**src/hw/amem_pkg.sv**
```systemverilog
// Package for the asynchronous memory interface: register map, fields, states and carrier types
package amem_pkg;

  localparam int NUM_REGIONS = 4;
  localparam int ADDR_W = 23;

  // Register offsets (byte addresses on the register port)
  localparam logic [7:0] OFS_CFG_BASE = 8'h10;
  localparam logic [7:0] OFS_WAIT_CFG = 8'h04;
  localparam logic [7:0] OFS_STATUS = 8'h08;

  // Fields of async_region_config
  localparam int CFG_SS_BIT = 31;
  localparam int CFG_EW_BIT = 30;
  localparam int CFG_WSU_LSB = 26;
  localparam int CFG_WSTB_LSB = 20;
  localparam int CFG_WHLD_LSB = 17;
  localparam int CFG_RSU_LSB = 13;
  localparam int CFG_RSTB_LSB = 7;
  localparam int CFG_RHLD_LSB = 4;
  localparam int CFG_NAND_BIT = 2;
  localparam int CFG_BUS_WIDTH_FIELD_LSB = 0;
  localparam logic [31:0] CFG_RESET = 32'h3FFF_FFFC;

  // Fields of wait_cycle_config
  localparam int WAIT_POL_BIT = 28;
  localparam int WAIT_MAX_LSB = 0;
  localparam logic [31:0] WAIT_CFG_RESET = 32'h1000_0080;

  localparam logic [1:0] WIDTH_8 = 2'h0;
  localparam logic [1:0] WIDTH_16 = 2'h1;
  localparam int ECC_MAX_BYTES = 518;

  typedef struct packed {
    logic ss;
    logic ew;
    logic [3:0] wSetup;
    logic [5:0] wStrobe;
    logic [2:0] wHold;
    logic [3:0] rSetup;
    logic [5:0] rStrobe;
    logic [2:0] rHold;
    logic nandMode;
    logic [1:0] busWidth;
  } region_cfg_t;

  // Request from an internal requester
  typedef struct packed {
    logic write;
    logic [1:0] region;
    logic [24:0] wordAddr;
    logic [3:0] byteEn;
    logic [31:0] wdata;
  } mem_req_t;

  typedef enum logic [1:0] {PH_IDLE, PH_SETUP, PH_STROBE, PH_HOLD} phase_t;

  function automatic region_cfg_t unpack_cfg(input logic [31:0] r);
    region_cfg_t c;
    c.ss = r[CFG_SS_BIT];
    c.ew = r[CFG_EW_BIT];
    c.wSetup = r[CFG_WSU_LSB +: 4];
    c.wStrobe = r[CFG_WSTB_LSB +: 6];
    c.wHold = r[CFG_WHLD_LSB +: 3];
    c.rSetup = r[CFG_RSU_LSB +: 4];
    c.rStrobe = r[CFG_RSTB_LSB +: 6];
    c.rHold = r[CFG_RHLD_LSB +: 3];
    c.nandMode = r[CFG_NAND_BIT];
    c.busWidth = r[CFG_BUS_WIDTH_FIELD_LSB +: 2];
    return c;
  endfunction : unpack_cfg

endpackage : amem_pkg

```
**src/hw/amem_sync2.sv**
```systemverilog
// Two-flop synchroniser for a pin input
`timescale 1ns/1ns
module amem_sync2 (
  input wire logic ref_clk,
  input wire logic rst_b,
  input wire logic pinIn,
  output logic pinSync
);
  logic meta_q;

  always_ff @(posedge ref_clk or negedge rst_b) begin
    if (!rst_b) begin
      meta_q <= 1'b0;
      pinSync <= 1'b0;
    end else begin
      meta_q <= pinIn;
      pinSync <= meta_q;
    end
  end
endmodule : amem_sync2

```
**src/hw/amem_ecc.sv**
```systemverilog
// Column parity accumulator for the NAND sub-mode, one byte lane per step
`timescale 1ns/1ns
module amem_ecc (
  input wire logic ref_clk,
  input wire logic rst_b,
  input wire logic clear,
  input wire logic byteValid,
  input wire logic [7:0] dataByte,
  output logic [31:0] eccValue
);
  logic [9:0] count_q;
  logic [7:0] colPar_q;
  logic [9:0] linePar_q;
  logic bytePar;

  assign bytePar = ^dataByte;
  assign eccValue = {4'h0, count_q, linePar_q, colPar_q};

  // Accumulates only up to the largest block the code covers
  always_ff @(posedge ref_clk or negedge rst_b) begin
    if (!rst_b) begin
      count_q <= 10'h000;
      colPar_q <= 8'h00;
      linePar_q <= 10'h000;
    end else if (clear) begin
      count_q <= 10'h000;
      colPar_q <= 8'h00;
      linePar_q <= 10'h000;
    end else if (byteValid && count_q < 10'(amem_pkg::ECC_MAX_BYTES)) begin
      count_q <= count_q + 10'h001;
      colPar_q <= colPar_q ^ dataByte;
      linePar_q <= linePar_q ^ (bytePar ? count_q : 10'h000);
    end
  end
endmodule : amem_ecc

```
**src/hw/async_memory_interface.sv**
```systemverilog
// Asynchronous memory interface: register port, region timing engine and pin drivers
`timescale 1ns/1ns
module async_memory_interface
  import amem_pkg::*;
(
  input wire logic ref_clk,
  input wire logic rst_b,
  input wire logic [7:0] regAddr,
  input wire logic [31:0] regWdata,
  input wire logic regWrite,
  input wire logic regRead,
  output logic [31:0] regRdata,
  input wire logic reqValid,
  input wire mem_req_t req,
  output logic reqReady,
  output logic rspValid,
  output logic [31:0] rspData,
  output logic [ADDR_W-1:0] address_out,
  output logic [1:0] low_address_out,
  output logic [NUM_REGIONS-1:0] region_select_out_b,
  output logic [1:0] byte_enable_out_b,
  output logic read_strobe_out_b,
  output logic write_strobe_out_b,
  input wire logic [15:0] data_pins_in,
  output logic [15:0] data_pins_out,
  output logic data_pins_oe,
  input wire logic wait_input
);

  logic [31:0] cfg_q [NUM_REGIONS];
  logic [31:0] waitCfg_q;
  phase_t phase_q;
  mem_req_t cur_q;
  region_cfg_t act_q;
  logic [5:0] cnt_q;
  logic [1:0] step_q;
  logic [31:0] rdAcc_q;
  logic [9:0] waitCnt_q;
  logic timeout_q;
  logic eccClr_q;
  logic waitSync;
  logic waitActive;
  logic lastStep;
  logic [1:0] lane;
  logic [31:0] eccValue;
  logic eccStrobe;
  logic [24:0] nextAddr;
  logic [1:0] stepsM1;
  region_cfg_t reqCfg;

  amem_sync2 u_wait_sync (
    .ref_clk(ref_clk),
    .rst_b(rst_b),
    .pinIn(wait_input),
    .pinSync(waitSync)
  );

  // Wait is active when extended wait is enabled and the synchronised pin matches the polarity bit
  assign waitActive = act_q.ew && (waitSync == waitCfg_q[WAIT_POL_BIT]);
  assign stepsM1 = (act_q.busWidth == WIDTH_8) ? 2'h3 : 2'h1;
  assign lastStep = (step_q == stepsM1);
  assign lane = (act_q.busWidth == WIDTH_8) ? step_q : {step_q[0], 1'b0};
  assign reqCfg = unpack_cfg(cfg_q[req.region]);

  // Register port
  always_ff @(posedge ref_clk or negedge rst_b) begin
    if (!rst_b) begin
      for (int i = 0; i < NUM_REGIONS; i++) begin
        cfg_q[i] <= CFG_RESET;
      end
      waitCfg_q <= WAIT_CFG_RESET;
      eccClr_q <= 1'b0;
    end else begin
      eccClr_q <= 1'b0;
      if (regWrite) begin
        for (int i = 0; i < NUM_REGIONS; i++) begin
          if (regAddr == OFS_CFG_BASE + 8'(4 * i)) begin
            cfg_q[i] <= regWdata;
          end
        end
        if (regAddr == OFS_WAIT_CFG) begin
          waitCfg_q <= regWdata;
        end
        if (regAddr == OFS_STATUS) begin
          eccClr_q <= 1'b1;
        end
      end
    end
  end

  always_ff @(posedge ref_clk or negedge rst_b) begin
    if (!rst_b) begin
      regRdata <= 32'h0000_0000;
    end else begin
      regRdata <= 32'h0000_0000;
      if (regRead) begin
        for (int i = 0; i < NUM_REGIONS; i++) begin
          if (regAddr == OFS_CFG_BASE + 8'(4 * i)) begin
            regRdata <= cfg_q[i];
          end
        end
        if (regAddr == OFS_WAIT_CFG) begin
          regRdata <= waitCfg_q;
        end
        if (regAddr == OFS_STATUS) begin
          regRdata <= {timeout_q, phase_q != PH_IDLE, eccValue[29:0]};
        end
      end
    end
  end

  // Access sequencer
  always_ff @(posedge ref_clk or negedge rst_b) begin
    if (!rst_b) begin
      phase_q <= PH_IDLE;
      cur_q <= '0;
      act_q <= '0;
      cnt_q <= 6'h00;
      step_q <= 2'h0;
      rdAcc_q <= 32'h0000_0000;
      waitCnt_q <= 10'h000;
      timeout_q <= 1'b0;
      reqReady <= 1'b0;
      rspValid <= 1'b0;
      rspData <= 32'h0000_0000;
    end else begin
      rspValid <= 1'b0;
      reqReady <= 1'b0;
      // Clear first so a timeout in the same cycle still sets the flag
      if (regWrite && regAddr == OFS_STATUS && regWdata[31]) begin
        timeout_q <= 1'b0;
      end
      unique case (phase_q)
        PH_IDLE: begin
          if (reqValid && !reqReady) begin
            cur_q <= req;
            act_q <= reqCfg;
            step_q <= 2'h0;
            cnt_q <= req.write ? 6'(reqCfg.wSetup) : 6'(reqCfg.rSetup);
            reqReady <= 1'b1;
            phase_q <= PH_SETUP;
          end
        end
        PH_SETUP: begin
          if (cnt_q == 6'h00) begin
            cnt_q <= cur_q.write ? act_q.wStrobe : act_q.rStrobe;
            waitCnt_q <= 10'h000;
            phase_q <= PH_STROBE;
          end else begin
            cnt_q <= cnt_q - 6'h01;
          end
        end
        PH_STROBE: begin
          if (cnt_q != 6'h00) begin
            cnt_q <= cnt_q - 6'h01;
          end else if (waitActive && waitCnt_q != {waitCfg_q[WAIT_MAX_LSB +: 6], 4'hF}) begin
            waitCnt_q <= waitCnt_q + 10'h001;
          end else begin
            if (waitActive) begin
              timeout_q <= 1'b1;
            end
            if (act_q.busWidth == WIDTH_8) begin
              rdAcc_q[8*lane +: 8] <= data_pins_in[7:0];
            end else begin
              rdAcc_q[8*lane +: 16] <= data_pins_in;
            end
            cnt_q <= cur_q.write ? 6'(act_q.wHold) : 6'(act_q.rHold);
            phase_q <= PH_HOLD;
          end
        end
        PH_HOLD: begin
          if (cnt_q != 6'h00) begin
            cnt_q <= cnt_q - 6'h01;
          end else if (lastStep) begin
            rspValid <= !cur_q.write;
            rspData <= rdAcc_q;
            phase_q <= PH_IDLE;
          end else begin
            step_q <= step_q + 2'h1;
            cnt_q <= cur_q.write ? 6'(act_q.wSetup) : 6'(act_q.rSetup);
            phase_q <= PH_SETUP;
          end
        end
      endcase
    end
  end

  assign nextAddr = cur_q.wordAddr;

  // Pin drivers, all registered from the current phase view
  always_ff @(posedge ref_clk or negedge rst_b) begin
    if (!rst_b) begin
      address_out <= '0;
      low_address_out <= 2'h0;
      region_select_out_b <= '1;
      byte_enable_out_b <= 2'h3;
      read_strobe_out_b <= 1'b1;
      write_strobe_out_b <= 1'b1;
      data_pins_out <= 16'h0000;
      data_pins_oe <= 1'b0;
    end else begin
      region_select_out_b <= '1;
      read_strobe_out_b <= 1'b1;
      write_strobe_out_b <= 1'b1;
      data_pins_oe <= 1'b0;
      if (phase_q != PH_IDLE) begin
        address_out <= nextAddr[ADDR_W-1:0];
        if (act_q.busWidth == WIDTH_8) begin
          low_address_out <= lane;
          byte_enable_out_b <= {1'b1, ~cur_q.byteEn[lane]};
          data_pins_out <= {8'h00, cur_q.wdata[8*lane +: 8]};
        end else begin
          low_address_out <= {step_q[0], nextAddr[ADDR_W-1]};
          byte_enable_out_b <= ~cur_q.byteEn[lane +: 2];
          data_pins_out <= cur_q.wdata[8*lane +: 16];
        end
        data_pins_oe <= cur_q.write;
        if (!act_q.ss || phase_q == PH_STROBE) begin
          region_select_out_b[cur_q.region] <= 1'b0;
        end
        if (phase_q == PH_STROBE) begin
          read_strobe_out_b <= cur_q.write;
          write_strobe_out_b <= !cur_q.write;
        end
      end
    end
  end

  // NAND sub-mode parity on the low read byte lane of each step as it is captured without wait
  assign eccStrobe = act_q.nandMode && !cur_q.write && phase_q == PH_STROBE && cnt_q == 6'h00 && !waitActive;

  amem_ecc u_ecc (
    .ref_clk(ref_clk),
    .rst_b(rst_b),
    .clear(eccClr_q),
    .byteValid(eccStrobe),
    .dataByte(data_pins_in[7:0]),
    .eccValue(eccValue)
  );

  strobe_select_a: assert property (@(posedge ref_clk) disable iff (!rst_b)
    (act_q.ss && phase_q == PH_SETUP) |=> region_select_out_b == '1)
    else $error("select active outside strobe in strobe mode");
  normal_select_a: assert property (@(posedge ref_clk) disable iff (!rst_b)
    (!act_q.ss && phase_q == PH_HOLD) |=> region_select_out_b[cur_q.region] == 1'b0)
    else $error("select dropped in hold in normal mode");
  no_overlap_a: assert property (@(posedge ref_clk) disable iff (!rst_b)
    !(read_strobe_out_b == 1'b0 && write_strobe_out_b == 1'b0))
    else $error("both strobes low");
  wait_stretch_a: assert property (@(posedge ref_clk) disable iff (!rst_b)
    (phase_q == PH_STROBE && cnt_q == 6'h00 && waitActive && waitCnt_q == 10'h000) |=> phase_q == PH_STROBE)
    else $error("wait did not stretch strobe");
  write_data_a: assert property (@(posedge ref_clk) disable iff (!rst_b)
    (phase_q == PH_SETUP && cur_q.write) |=> data_pins_oe)
    else $error("write data not driven in setup");
  setup_len_a: assert property (@(posedge ref_clk) disable iff (!rst_b)
    (phase_q == PH_IDLE && $past(phase_q) == PH_IDLE && reqValid && !reqReady && !req.write
     && reqCfg.rSetup == 4'h1) |=> phase_q == PH_SETUP ##1 phase_q == PH_SETUP ##1 phase_q == PH_STROBE)
    else $error("read setup length wrong");
  reset_mode_a: assert property (@(posedge ref_clk) disable iff (!rst_b)
    $rose(rst_b) |-> !cfg_q[0][CFG_SS_BIT])
    else $error("region not in normal mode after reset");
  hold_keep_a: assert property (@(posedge ref_clk) disable iff (!rst_b)
    (phase_q == PH_HOLD && cnt_q != 6'h00) |=> $stable(address_out))
    else $error("address moved during hold");
  lane_enable_a: assert property (@(posedge ref_clk) disable iff (!rst_b)
    (phase_q != PH_IDLE && act_q.busWidth == WIDTH_8) |=> byte_enable_out_b[1])
    else $error("upper byte enable active on 8-bit bus");
  upper_line_a: assert property (@(posedge ref_clk) disable iff (!rst_b)
    (phase_q != PH_IDLE && act_q.busWidth != WIDTH_8) |=> low_address_out[0] == cur_q.wordAddr[ADDR_W-1])
    else $error("low address pin 0 not upper line on 16-bit bus");
  idle_release_a: assert property (@(posedge ref_clk) disable iff (!rst_b)
    (phase_q == PH_IDLE) |=> (region_select_out_b == '1 && read_strobe_out_b && write_strobe_out_b))
    else $error("pins active while idle");

  read_cov_c: cover property (@(posedge ref_clk) disable iff (!rst_b) rspValid);
  write_cov_c: cover property (@(posedge ref_clk) disable iff (!rst_b) !write_strobe_out_b);
  wait_cov_c: cover property (@(posedge ref_clk) disable iff (!rst_b) waitCnt_q == 10'h002);
  ss_cov_c: cover property (@(posedge ref_clk) disable iff (!rst_b) act_q.ss && !write_strobe_out_b);
  ecc_cov_c: cover property (@(posedge ref_clk) disable iff (!rst_b) eccStrobe);

endmodule : async_memory_interface

```
**config.mk**
```make
export PLATFORM = sky130hd
export DESIGN_NAME = async_memory_interface
export DESIGN_NICKNAME = d
export VERILOG_FILES = /design/src/hw/amem_pkg.sv /design/src/hw/amem_sync2.sv /design/src/hw/amem_ecc.sv /design/src/hw/async_memory_interface.sv
export SDC_FILE = /design/constraint.sdc
export NUM_CORES = 1
export LEC_CHECK = 0
export CAP_MARGIN = 20
export CORE_ASPECT_RATIO = 0.75
export CORE_MARGIN = 3
export CORE_UTILIZATION = 65
export DETAILED_ROUTE_END_ITERATION = 12
export DONT_BUFFER_PORTS = 1
export PLACE_DENSITY = 0.86
export SETUP_SLACK_MARGIN = 0.05
export SLEW_MARGIN = 20
export SYNTH_ARGS = -nofsm -noshare
export SYNTH_HDL_FRONTEND = slang
export SYNTH_SLANG_ARGS = --single-unit
```
**constraint.sdc**
```tcl
create_clock -name ref_clk -period 8.05 [get_ports ref_clk]
set_clock_uncertainty 0.2 [all_clocks]
set_input_delay 1.2075 -clock ref_clk [delete_from_list [all_inputs] [get_ports ref_clk]]
set_output_delay 1.2075 -clock ref_clk [all_outputs]
set_load 0.05 [all_outputs]
```
==> results of run 1 <==
[cells in the mapped netlist (5+ instances only)]
master	n	area (sq um)
sky130_fd_sc_hd__or3_1	17	106.4
sky130_fd_sc_hd__o221ai_1	12	105.1
sky130_fd_sc_hd__and2_1	5	31.28
sky130_fd_sc_hd__o2bb2ai_1	16	140.1
sky130_fd_sc_hd__a22o_1	8	70.07
sky130_fd_sc_hd__xnor2_1	16	140.1
sky130_fd_sc_hd__nand2b_1	7	43.79
sky130_fd_sc_hd__a221oi_1	14	122.6
sky130_fd_sc_hd__mux2i_1	46	460.4
sky130_fd_sc_hd__nor2_1	54	202.7
sky130_fd_sc_hd__nand2_1	432	1622
sky130_fd_sc_hd__o31ai_1	15	112.6
sky130_fd_sc_hd__dfrtp_1	331	8283
sky130_fd_sc_hd__mux4_2	31	698.2
sky130_fd_sc_hd__o221a_2	12	135.1
sky130_fd_sc_hd__a22oi_1	10	75.07
sky130_fd_sc_hd__a21oi_1	123	615.6
sky130_fd_sc_hd__ha_1	9	112.6
sky130_fd_sc_hd__or4_1	17	127.6
sky130_fd_sc_hd__a2bb2oi_1	22	192.7
sky130_fd_sc_hd__buf_2	16	80.08
sky130_fd_sc_hd__nand4_1	9	56.30
sky130_fd_sc_hd__o21ai_0	104	520.5
sky130_fd_sc_hd__inv_1	49	183.9
sky130_fd_sc_hd__mux2_2	211	2376
sky130_fd_sc_hd__clkbuf_1	85	319.1
sky130_fd_sc_hd__and3_1	7	43.79
sky130_fd_sc_hd__a211oi_1	15	112.6
sky130_fd_sc_hd__dfstp_2	122	3206
sky130_fd_sc_hd__nor3_1	10	50.05
sky130_fd_sc_hd__nand3_1	19	95.09
sky130_fd_sc_hd__buf_1	20	75.07
[final cells by class]
| class | count | share of cell area, % |
|---|---|---|
| Sequential cell | 453 | 50.21 |
| Multi-Input combinational cell | 1307 | 39.11 |
| Clock buffer | 54 | 5.331 |
| Tap cell | 435 | 2.379 |
| Clock inverter | 22 | 1.378 |
| Inverter | 51 | 0.8366 |
| Timing Repair Buffer | 23 | 0.7546 |
[report_power, final]
group	leakage, nW	total [W]	switching (W)	internal, W
clock network	0.762	0.00221	0.000877	0.00133
logic	3.87	0.00140	0.000849	0.000552
registers	5.67	0.00340	0.000690	0.00271
[kinds of logic after synthesis]
logic type	Yosys count	synth area share, %
flops	453	54.45
mux	289	16.81
fa+ha+maj	9	0.5338
simple gates	604	12.34
xor+xnor	18	0.7472
compound gates	387	11.86
buf+inv	174	3.262
[stage by stage]
step	hold slack (ps)	cells	utilization [%]	setup slack (ps)	area (sq um)
CTS	142.5	2345	72.39	3681	22880
global route	140.4	2345	72.41	3459	22880
detailed placement	141.9	2269	67.54	3100	21340
global placement	138.2	2269	67.54	3155	21340
finish	157.2	2345	72.41	3528	22880
floorplan	131.2	1934	-	4941	21100
[critical path: stages]
cell	delay (ps)
sky130_fd_sc_hd__or3b_2	830
sky130_fd_sc_hd__nor2_2	760
sky130_fd_sc_hd__buf_4	430
sky130_fd_sc_hd__nand3_1	690
sky130_fd_sc_hd__buf_4	510
sky130_fd_sc_hd__mux2_2	320
[metal layers]
metal | part of all wire (%) | GRT usage, % | up-vias
li1 | - | - | 6721
met1 | 39 | 45.07 | 7894
met2 | 46 | 50.63 | 988
met3 | 11 | 8.659 | 205
met4 | 3.9 | 12.69 | 0
met5 | 0 | 0 | -
[path summary, 6_finish.rpt]
path | depth (start not counted) | start | slack [ps] | endpoint
setup / recovery | 6 | regAddr[1] | 3530 | waitCfg_q[11]
hold / removal | 0 | rst_b | 160 | cur_q[17]
setup reg to reg | 7 | phase_q[0] | 4130 | u_ecc.count_q[8]
hold reg to reg | 0 | u_wait_sync.meta_q | 160 | u_wait_sync.pinSync
max in group asynchronous | 0 | rst_b | 6340 | regRdata[29]
min in group ref_clk | 0 | u_wait_sync.meta_q | 160 | u_wait_sync.pinSync
[registers in the layout, indices dropped and copies added (netlist names), 16 cells and up]
name           count
rspData           32
address_out       23
cur_q             39
regRdata          32
act_q             31
nextAddr          23
rdAcc_q           32
cfg_q            128
data_pins_out     16
waitCfg_q         32
==> results, run 1 <==
- The TritonCTS clock tree is done.
- Post-CTS repair changed the size of 0 cells.
- The flow ran to the end, and the final reports show no timing, DRC or antenna violations.
- The slew of the pin with the lowest slew margin is approximately 1400 ps.
- Sequential elements use a little over half of the synthesized area.
- The first-pass GRT wire length is 89,960 um.
- The final clock period utilization by the worst path is between 50% and 60%.
- The initial antenna violation count is 0.
- Using the TritonRoute via totals, the vias-per-cell ratio works out to 6.741.
- The relative max-transition margin is 4.595%.
- The total count of max-transition violations in the final report was 0.
- The share of synthesized registers carrying an async set or reset is 100.0%.
- The clock drives 453 sinks.
- The width of the die is 214.0 um.
- 0 antenna diodes ended up in the layout.
- The weighted congestion at the end of routability-driven global placement is 0.8765.
- Of all nets on the critical path, the largest fanout is 38.
- The area growth from synthesis to layout is 8.457%.
- The maximum level of the CTS H-tree is 2.
- The number of flops mapped to enable cells by yosys is 0.
- The layout cell share with drive strength beyond 1 is 25.71%.
- The initial DRC count is 2,071.
- The number of nets handed over by synthesis was 2,069.
- The CTS clock-pin slew for the worst setup and hold paths is 60 ps.
- In the layout the commonest cells are sky130_fd_sc_hd__nand2_1 (432), sky130_fd_sc_hd__dfrtp_1 (331), sky130_fd_sc_hd__mux2_2 (211).
- The post-cts hold buffer count is 0.
- The final route contains 15,808 vias.
- For this design the static power due to leakage is 10.31 nW.
- The critical path class is input port to flop.
- The total setup buffers inserted after CTS is 0.
- In this run the remaining antenna-violating nets after routing total 0.
- The final routed wire length divided by cell count is approximately 25 um.
- In the synthesized netlist the dominant register cell turns out to be sky130_fd_sc_hd__dfrtp_1.
- The total count of hold-check failures in the final report came to 0.
- Synthesis produced 1,934 cells.
- After detailed routing, the number of remaining DRC violations is 0.
- The count of distinct cell types in the synthesized netlist is 73.
- The number of buffer cells added on primary ports is 0.
- In this run the standard cell core region covers about 0.032 sq mm.
- The flip-flop and latch count after synthesis is 453.
- Counting I/O delays and the setup requirement, the final critical path takes 4522 ps.
- The clock passes through at most 3 buffers.
- For the worst setup path, the data arrival time is 4760 ps.
- The root buffer cell chosen for the clock tree is sky130_fd_sc_hd__clkbuf_16.
- Summing internal, switching and leakage power gives approximately 0.0070 W.
- The residual overflow from global routing is 0.
- For this design the ratio of total power to cell area is 306.2 mW/mm^2.
- The kind of path behind the tightest hold check is input port to asynchronous set/reset pin.
- Row generation in the floorplan step produced 56 rows.
- The worst setup path is captured at a flop.
- The leading cell type in the layout, fill and taps excluded is sky130_fd_sc_hd__nand2_1.
- The total I/O pin count is 242.
- STA puts the critical path data required time at 8290 ps.
- After detailed routing, the total wire length is slightly below 60,000 um.
- The number of nets in the finished design is slightly above 2,000.
- Global routing used 32.72% of the available tracks.
- The yosys synthesis warning count is 0.
- The detailed-router iteration count before antenna repair is 7.
- Averaged over all synthesized cells, the footprint is 10.91 sq um.
- The die covers around 0.035 sq mm.
- After filler insertion, the fill cell instance count of the layout stands at 2,072.
- The number of global-route vias before repair is 16,148.
- Summing all flip-flop and latch instances after layout gives 0.01149 sq mm.
- The peak supply drop is 0.3138 mV.
- The HPWL after detailed placement is between 30,000 and 40,000 um.
- The pin count of the biggest net entering global routing is 454.
- The maximum clock rate is 0.2212 GHz.
- The floorplan step set the die height to 162.0 um.
- The max capacitance violation total is 0.
- Setup violations remaining at the end of the flow were counted as 0.
- The mapped cell area is 0.02110 sq mm.
- The startpoint type of the worst setup path is an input port.
- The clock latency at the later pin of the worst-skew pair is about 560 ps.
- Setup repair after global routing left no endpoint under its margin.
- The total area of multi-input combinational cells is 0.008950 sq mm.
- Counting the buffers created by CTS gives 44.
- The initial utilization of the core area, before any placement, comes to 66.76%.
- After routing, the total negative slack on setup checks comes to 0 ps.
Note: power is estimated with default switching activity, not from simulation.
==> inputs of run 2 (changes only) <==
- CORE_UTILIZATION: 65 -> 58
- PLACE_DENSITY: 0.86 -> 0.81
- clock period: 8.05 -> 3.8 ns (I/O delays scaled with it)
==> run 2 against run 1 <==
Net effect:
- the run now ends with negative hold slack, max-slew violations left
- clock power grew 110%
- cell count grew 6.6%
- sequential power grew 110%
- worst hold slack lost 640 ps
- largest cell class unchanged
==> results, run 2 (synthesis results as in run 1) <==
- The routed via count divided by cell count is 6.540 (-3.0%).
- The maximum cell stage delay along the critical path is 720 ps (-110 ps).
- The peak supply drop is 0.7054 mV (+120%).
- The total I/O pin count is 242 (unchanged).
- The number of buffers inserted during clock tree synthesis is 43 (-2.3%).
- The critical path data required time came to 4070 ps (-4220 ps).
- The final routed wire length divided by cell count is 24.37 um (-0.85%).
- The weighted congestion at the end of routability-driven global placement came to 0.9239 (+5.4%).
- The first-pass GRT wire length was 93,650 um (+4.1%).
- The total setup buffers inserted after CTS is 0 (unchanged).
- The maximum level of the CTS H-tree is 2 (unchanged).
- The overall via count from detail_route is 16,343 (+3.4%).
- The flow ran to the end, but the final reports show violations.
- The clock latency at the later pin of the worst-skew pair was 560 ps (about the same).
- The residual overflow from global routing was 0 (unchanged).
- The number of buffer cells added on primary ports came to 0 (unchanged).
- The pin count of the biggest net entering global routing is 454 (unchanged).
- Compared with the post-synthesis result, the final layout area differs by 14.31%.
- The final routed wirelength across all metal layers is 60,910 um (+5.7%).
- The switching component of the power was 0.005208 W (+120%).
- The number of DRC violations after detailed routing was 0 (unchanged).
- The relative max-transition margin is -10.48% (-15 points).
- The buffer type at the clock tree root is sky130_fd_sc_hd__clkbuf_16.
- Leaving out fill and tap cells, the most frequent cell in the layout is sky130_fd_sc_hd__nand2_1.
- The number of nets in the finished design is 2,140 (+6.2%).
- The placeable core region is 0.03529 sq mm (+12%).
- The full die area was 0.03872 sq mm (+12%).
- The minimum hold slack was -483.5 ps (-640.8 ps).
- The final clock period utilization by the worst path is 87.12%.
- The number of sinks on the clock net came to 453 (unchanged).
- The initial antenna violation count was 3 (+3).
- The total count of hold-check failures in the final report is 354 (+354).
- The number of resized instances in the post-cts repair step is 0 (unchanged).
- The TritonCTS clock tree is done.
- The CTS clock-pin slew for the worst setup and hold paths was 70 ps (about the same).
- In the layout the commonest cells are sky130_fd_sc_hd__nand2_1 (432), sky130_fd_sc_hd__dfrtp_1 (331), sky130_fd_sc_hd__mux2_2 (211).
- The final reports fail on negative hold slack, max-slew violations.
- STA classifies the critical path endpoint as a flop.
- The startpoint type of the worst setup path is a flop.
- The final critical delay including setup and external delays is 3310 ps.
- The post-cts hold buffer count is 104 (+104).
- The worst slack after detailed placement was 561.7 ps (-2538 ps).
- The initial DRC count came to 1,848 (-11%).
- The largest registers in the layout are cfg_q x128, cur_q x39.
- The total power density per cell area is 619.8 mW/mm^2 (+100%).
- The count of filler cells inserted in the layout is 2,487 (+20%).
- The total area of multi-input combinational cells came to 0.008950 sq mm (unchanged).
- The total placed cells including tap cells was 2,313 (+1.9%).
- The cell internal power dissipation was 0.009739 W (+110%).
- The worst setup path is of the flop to flop kind.
- The maximum buffer depth of the clock tree was 3 (unchanged).
- Walking the worst path, the cells encountered are inv_1 -> ha_1 -> or4b_4 -> nor3_4 -> nand3_2 -> or4_1 -> a21oi_1.
- The kind of path behind the tightest hold check is input port to asynchronous set/reset pin.
- The effective utilization at floorplan is 59.79% (-7.0 points).
- The signal arrival time at the worst endpoint is 3580 ps (-1180 ps).
- The number of flip-flops under the largest register name was 128 (unchanged).
- The storage element area is 0.01149 sq mm (unchanged).
- The clock share of power is 30.6% (-0.9 points).
- The count of nets left with antenna violations after detail routing is 0 (unchanged).
- The global-route usage over all layers came to 31.14% (-1.6 points).
- The vertical die dimension is 171.2 um (+5.6%).
- The final-layout setup total negative slack is 0 ps (unchanged).
- The slew of the pin with the lowest slew margin is 1657 ps (+226.1 ps).
- The HPWL after detailed placement came to 37,520 um (+2.8%).
- The count of placed standard cells in the final layout, fillers left out is 2,499 (+6.6%).
- The number of global-route vias before repair is 16,388 (+1.5%).
- The total count of max-transition violations in the final report came to 156 (+156).
- The detailed-router iteration count before antenna repair is 6 (-1).
- Setup repair after global routing left no endpoint under its margin.
- The number of setup violations in the final report was 0 (unchanged).
- The width of the die is 226.2 um (+5.7%).
- The sequential cell fraction of total power is 48.3% (-0.2 points).
- The switching portion of total power is 34.84% (+0.37 points).
- The layout cell share with drive strength beyond 1 is 25.17% (-0.54 points).
- The top register by number of flip-flops is cfg_q.
- The leakage power came to 10.83 nW (+5.1%).
- For this run, the top clock speed supported by timing is around 0.30 GHz.
- The final setup slack of the worst path is 489.6 ps (-3039 ps).
- Among all stages on the critical path, the largest delay is contributed by sky130_fd_sc_hd__or4_1.
- The largest fanout of any net on the critical path came to 35 (-7.9%).
- The max capacitance violation total is 0 (unchanged).
- The number of rows created at floorplan is 59 (+5.4%).
- The combinational power share is 21.1% (+1.1 points).
run 2: worst paths after layout:
check | endpoint | cells after the start | slack [ps] | startpoint
max in group asynchronous | rdAcc_q[25] | 0 | 2550 | rst_b
worst max-delay path | u_ecc.count_q[8] | 7 | 490 | cnt_q[0]
worst min register to register | u_wait_sync.pinSync | 0 | 180 | u_wait_sync.meta_q
min in group ref_clk | regRdata[3] | 2 | 20 | regRead
worst max register to register | u_ecc.count_q[8] | 7 | 490 | cnt_q[0]
worst min-delay path | waitCfg_q[16] | 0 | -480 | rst_b
run 2: power by group through the flow:
stage          clock (W)  combinational, W  sequential (W)
2_1_floorplan          0           0.00229         0.00702
3_3_place_gp           0           0.00279         0.00721
3_5_place_dp           0           0.00294         0.00727
4_1_cts          0.00462           0.00308         0.00720
5_1_grt          0.00485           0.00346         0.00731
6_report         0.00458           0.00315         0.00722
run 2: area by class of cell:
type,instances,share of cell area (%)
Antenna cell,4,0.04150
Clock buffer,63,5.354
Clock inverter,15,0.8820
Inverter,51,0.7938
Multi-Input combinational cell,1307,37.11
Sequential cell,453,47.64
Tap cell,457,2.371
Timing Repair Buffer,149,5.811
run 2: critical path, delay by kind of cell (launching register included):
kind                       cells  cell delay (ps)
buffers and inverters          1              100
AOI/OAI and AO/OA              1              170
adders and majority gates      1              270
and+or+nand+nor                4             2080
DFF                            1              410
run 2: metal layers:
metal,wire length (um),up-vias,track usage (%)
li1,-,6976,-
met1,24270,8146,42.42
met2,27930,992,48.48
met3,6157,227,7.780
met4,2537,2,12.76
met5,15,-,0
run 2: metrics by stage:
| stage | power, W | utilization, % | area (sq um) | hold slack (ps) |
|---|---|---|---|---|
| 5_1_grt | 0.01561 | 68.33 | 24110 | -502.8 |
| 2_1_floorplan | 0.009309 | - | 21100 | 74.41 |
| 4_1_cts | 0.01490 | 68.32 | 24110 | -487.0 |
| 3_5_place_dp | 0.01021 | 61.08 | 21550 | 97.18 |
| 6_report | 0.01495 | 68.35 | 24120 | -483.5 |
| 3_3_place_gp | 0.01000 | 61.08 | 21550 | 96.77 |
==> inputs of run 3 (changes only) <==
- CORE_MARGIN: 3 -> 2
==> run 3 against run 2 <==
Net effect:
- the flow finishes with violations (negative hold slack)
- critical path depth up 2
- global-route usage is essentially flat
- clock-buffer cell count rose by 4
- largest cell class unchanged
==> results, run 3 (synthesis results as in run 1) <==
- The flow ran to the end, but the final reports show violations.
- The checks that failed: negative hold slack.
- The peak supply drop is 0.5656 mV (-20%).
- The leading cell type in the layout, fill and taps excluded is sky130_fd_sc_hd__nand2_1.
- The weighted congestion at the end of routability-driven global placement is 0.8928 (-3.4%).
- The clock share of power is 30.3% (-0.3 points).
- The switching component of the power is 0.005181 W (-0.51%).
- The number of buffer cells added on primary ports is 0 (unchanged).
- The signal arrival time at the worst endpoint is 3540 ps (-40 ps).
- The slew of the pin with the lowest slew margin is 1101 ps (-556.5 ps).
- The max capacitance violation total is 0 (unchanged).
- The worst hold path belongs to the class input port to asynchronous set/reset pin.
- The number of sinks on the clock net was 453 (unchanged).
- The maximum buffer depth of the clock tree is 3 (unchanged).
- The maximum clock rate was 0.3074 GHz (+1.8%).
- The initial antenna violation count is 6 (+3).
- The CTS clock-pin slew for the worst setup and hold paths was 60 ps (about the same).
- The detailed-router iteration count before antenna repair is 8 (+2).
- The most common cell type on the critical path is sky130_fd_sc_hd__nand2_1.
- The total count of hold-check failures in the final report came to 417 (+18%).
- The buffer type at the clock tree root is sky130_fd_sc_hd__clkbuf_16.
- The number of setup violations in the final report is 0 (unchanged).
- The final setup slack of the worst path came to 547.3 ps (+57.73 ps).
- The cell internal power dissipation is 0.009667 W (-0.74%).
- The HPWL after detailed placement is 35,660 um (-5.0%).
- The final-layout setup total negative slack came to 0 ps (unchanged).
- The critical path class is flop to flop.
- The minimum hold slack is -505.2 ps (-21.65 ps).
- The number of flip-flops under the largest register name is 128 (unchanged).
- The final clock period utilization by the worst path was 85.60% (-1.5 points).
- The post-synthesis to final-layout area growth is 14.31% (unchanged).
- The top cell types in the final layout, fill and taps aside, are sky130_fd_sc_hd__nand2_1 (432), sky130_fd_sc_hd__dfrtp_1 (331), sky130_fd_sc_hd__mux2_2 (211).
- The TritonCTS clock tree is done.
- In the final layout, the registers with the most flip-flops are cfg_q x128, cur_q x39.
- The cell type of the slowest stage on the worst timing path is sky130_fd_sc_hd__nor3_1.
- The clock latency at the later pin of the worst-skew pair is 580 ps (+20 ps).
- The largest fanout of any net on the critical path is 13 (-63%).
- The relative max-transition margin is 26.06% (+37 points).
- The total I/O pin count is 242 (unchanged).
- The sequential cell fraction of total power came to 48.7% (+0.4 points).
- The register with the most flip-flops in the final layout is cfg_q.
- The global routing met3 resource utilization came to 8.051% (+0.27 points).
- The overall via count from detail_route is 16,098 (-1.5%).
- The count of nets left with antenna violations after detail routing came to 0 (unchanged).
- The final routed wire length divided by cell count is 23.40 um (-4.0%).
- The signal on the critical path passes through or2_2 -> nand2_1 -> nand2_1 -> inv_1 -> ha_1 -> nand2b_1 -> nor3_1 -> a22o_1 -> mux2_2.
- The maximum level of the CTS H-tree is 2 (unchanged).
- The width of the die came to 224.2 um (-0.88%).
- The number of buffers inserted during clock tree synthesis is 44 (+2.3%).
- The residual overflow from global routing is 0 (unchanged).
- The placeable core region is 0.03588 sq mm (+1.7%).
- The worst slack after detailed placement is 723.5 ps (+161.8 ps).
- The total setup buffers inserted after CTS came to 0 (unchanged).
- The pin count of the biggest net entering global routing is 454 (unchanged).
- The final routed wirelength across all metal layers is 58,760 um (-3.5%).
- STA classifies the critical path endpoint as a flop.
- The switching portion of total power is 34.90% (+0.053 points).
- The full die area is 0.03793 sq mm (-2.0%).
- The total power density per cell area was 615.7 mW/mm^2 (-0.66%).
- Setup repair after global routing left no endpoint under its margin.
- The number of nets in the finished design is 2,140 (unchanged).
- The critical path data required time is 4090 ps (+20 ps).
- In this run the most used layer during global routing was met2.
- The routed via count divided by cell count is 6.411 (-2.0%).
- The number of global-route vias before repair was 16,570 (+1.1%).
- The number of rows created at floorplan was 60 (+1.7%).
- The first-pass GRT wire length came to 92,360 um (-1.4%).
- The initial DRC count is 1,838 (-0.54%).
- The maximum cell stage delay along the critical path is 840 ps (+120 ps).
- The vertical die dimension is 169.2 um (-1.2%).
- The met1 usage in global routing is 41.74% (-0.69 points).
- The final critical delay including setup and external delays is 3253 ps (-57.73 ps).
- The number of DRC violations after detailed routing was 0 (unchanged).
- The combinational power share is 21.0% (about the same).
- The total count of max-transition violations in the final report is 0 (-100%).
- The layout cell share with drive strength beyond 1 is 24.74% (-0.43 points).
- The leakage power is 10.82 nW (-0.14%).
- The global-route usage over all layers is 31.12% (about the same).
- The startpoint type of the worst setup path is a flop.
- The effective utilization at floorplan was 58.79% (-1.0 points).
- The post-cts hold buffer count is 106 (+1.9%).
- The global-route met2 utilization is 48.73% (+0.25 points).
==> run 3: cell types whose count changed in the layout (fill, tap and decap cells not counted), moves of 3 or more <==
cell	previous run	this run
sky130_fd_sc_hd__clkinv_2	6	9
sky130_fd_sc_hd__clkbuf_1	6	14
sky130_fd_sc_hd__clkbuf_8	14	8
sky130_fd_sc_hd__buf_4	44	39
==> run 3: final timing paths <==
| path | start | endpoint | slack [ps] | depth (start not counted) |
|---|---|---|---|---|
| worst max-delay path | act_q[0] | rdAcc_q[12] | 550 | 9 |
| worst min-delay path | rst_b | regRdata[21] | -510 | 0 |
| worst max register to register | act_q[0] | rdAcc_q[12] | 550 | 9 |
| worst min register to register | u_wait_sync.meta_q | u_wait_sync.pinSync | 150 | 0 |
| max in group asynchronous | rst_b | nextAddr[5] | 3190 | 0 |
| min in group ref_clk | data_pins_in[4] | u_ecc.colPar_q[4] | 40 | 3 |
==> run 3: area by class of cell <==
class | instances | area (sq um)
Antenna cell | 5 | 12.51
Sequential cell | 453 | 11490
Tap cell | 465 | 581.8
Clock buffer | 67 | 1289
Timing Repair Buffer | 148 | 1424
Multi-Input combinational cell | 1307 | 8942
Clock inverter | 15 | 186.4
Inverter | 51 | 192.7
Fill cell | 2528 | 11770
==> run 3: through the flow <==
step | utilization [%] | total power, W | cells | cell area, sq um | hold WS [ps]
final | 67.21 | 0.01485 | 2511 | 24120 | -505.2
after global routing | 67.21 | 0.01555 | 2511 | 24120 | -511.4
after CTS | 67.17 | 0.01480 | 2506 | 24100 | -496.7
after detailed placement | 60.07 | 0.01018 | 2318 | 21560 | 102.9
after global placement | 60.07 | 0.01001 | 2318 | 21560 | 89.30
after floorplan | - | 0.009309 | 1934 | 21100 | 74.41
==> run 3: routing by layer <==
layer  part of all wire, %  wire (um)  up-vias
li1                      -          -     6972
met1                    40      23270     8019
met2                    47      27470      921
met3                    10       5926      184
met4                   3.5       2069        2
met5                 0.022         13        -
==> run 3: critical path: cells and delay by family, from the launching register on <==
kind                     cells  cell delay (ps)
adder cells (fa/ha/maj)      1              380
AND/OR/NAND/NOR              5             1670
AO/OA/AOI/OAI                1              270
multiplexers                 1              160
buffers and inverters        1               60
flip-flops                   1              430
==> run 3: power by group through the flow <==
stage               Combinational [W]  Clock [W]  Sequential [W]
floorplan                     0.00229          0         0.00702
global placement              0.00278          0         0.00723
detailed placement            0.00290          0         0.00728
CTS                           0.00305    0.00454         0.00721
global route                  0.00345    0.00476         0.00735
finish                        0.00311    0.00450         0.00724
==> run 3: timing repair <==
item	CTS	global route
hold endpoints to repair	721	453
gates resized for setup	0	0
setup endpoints to repair	0	0
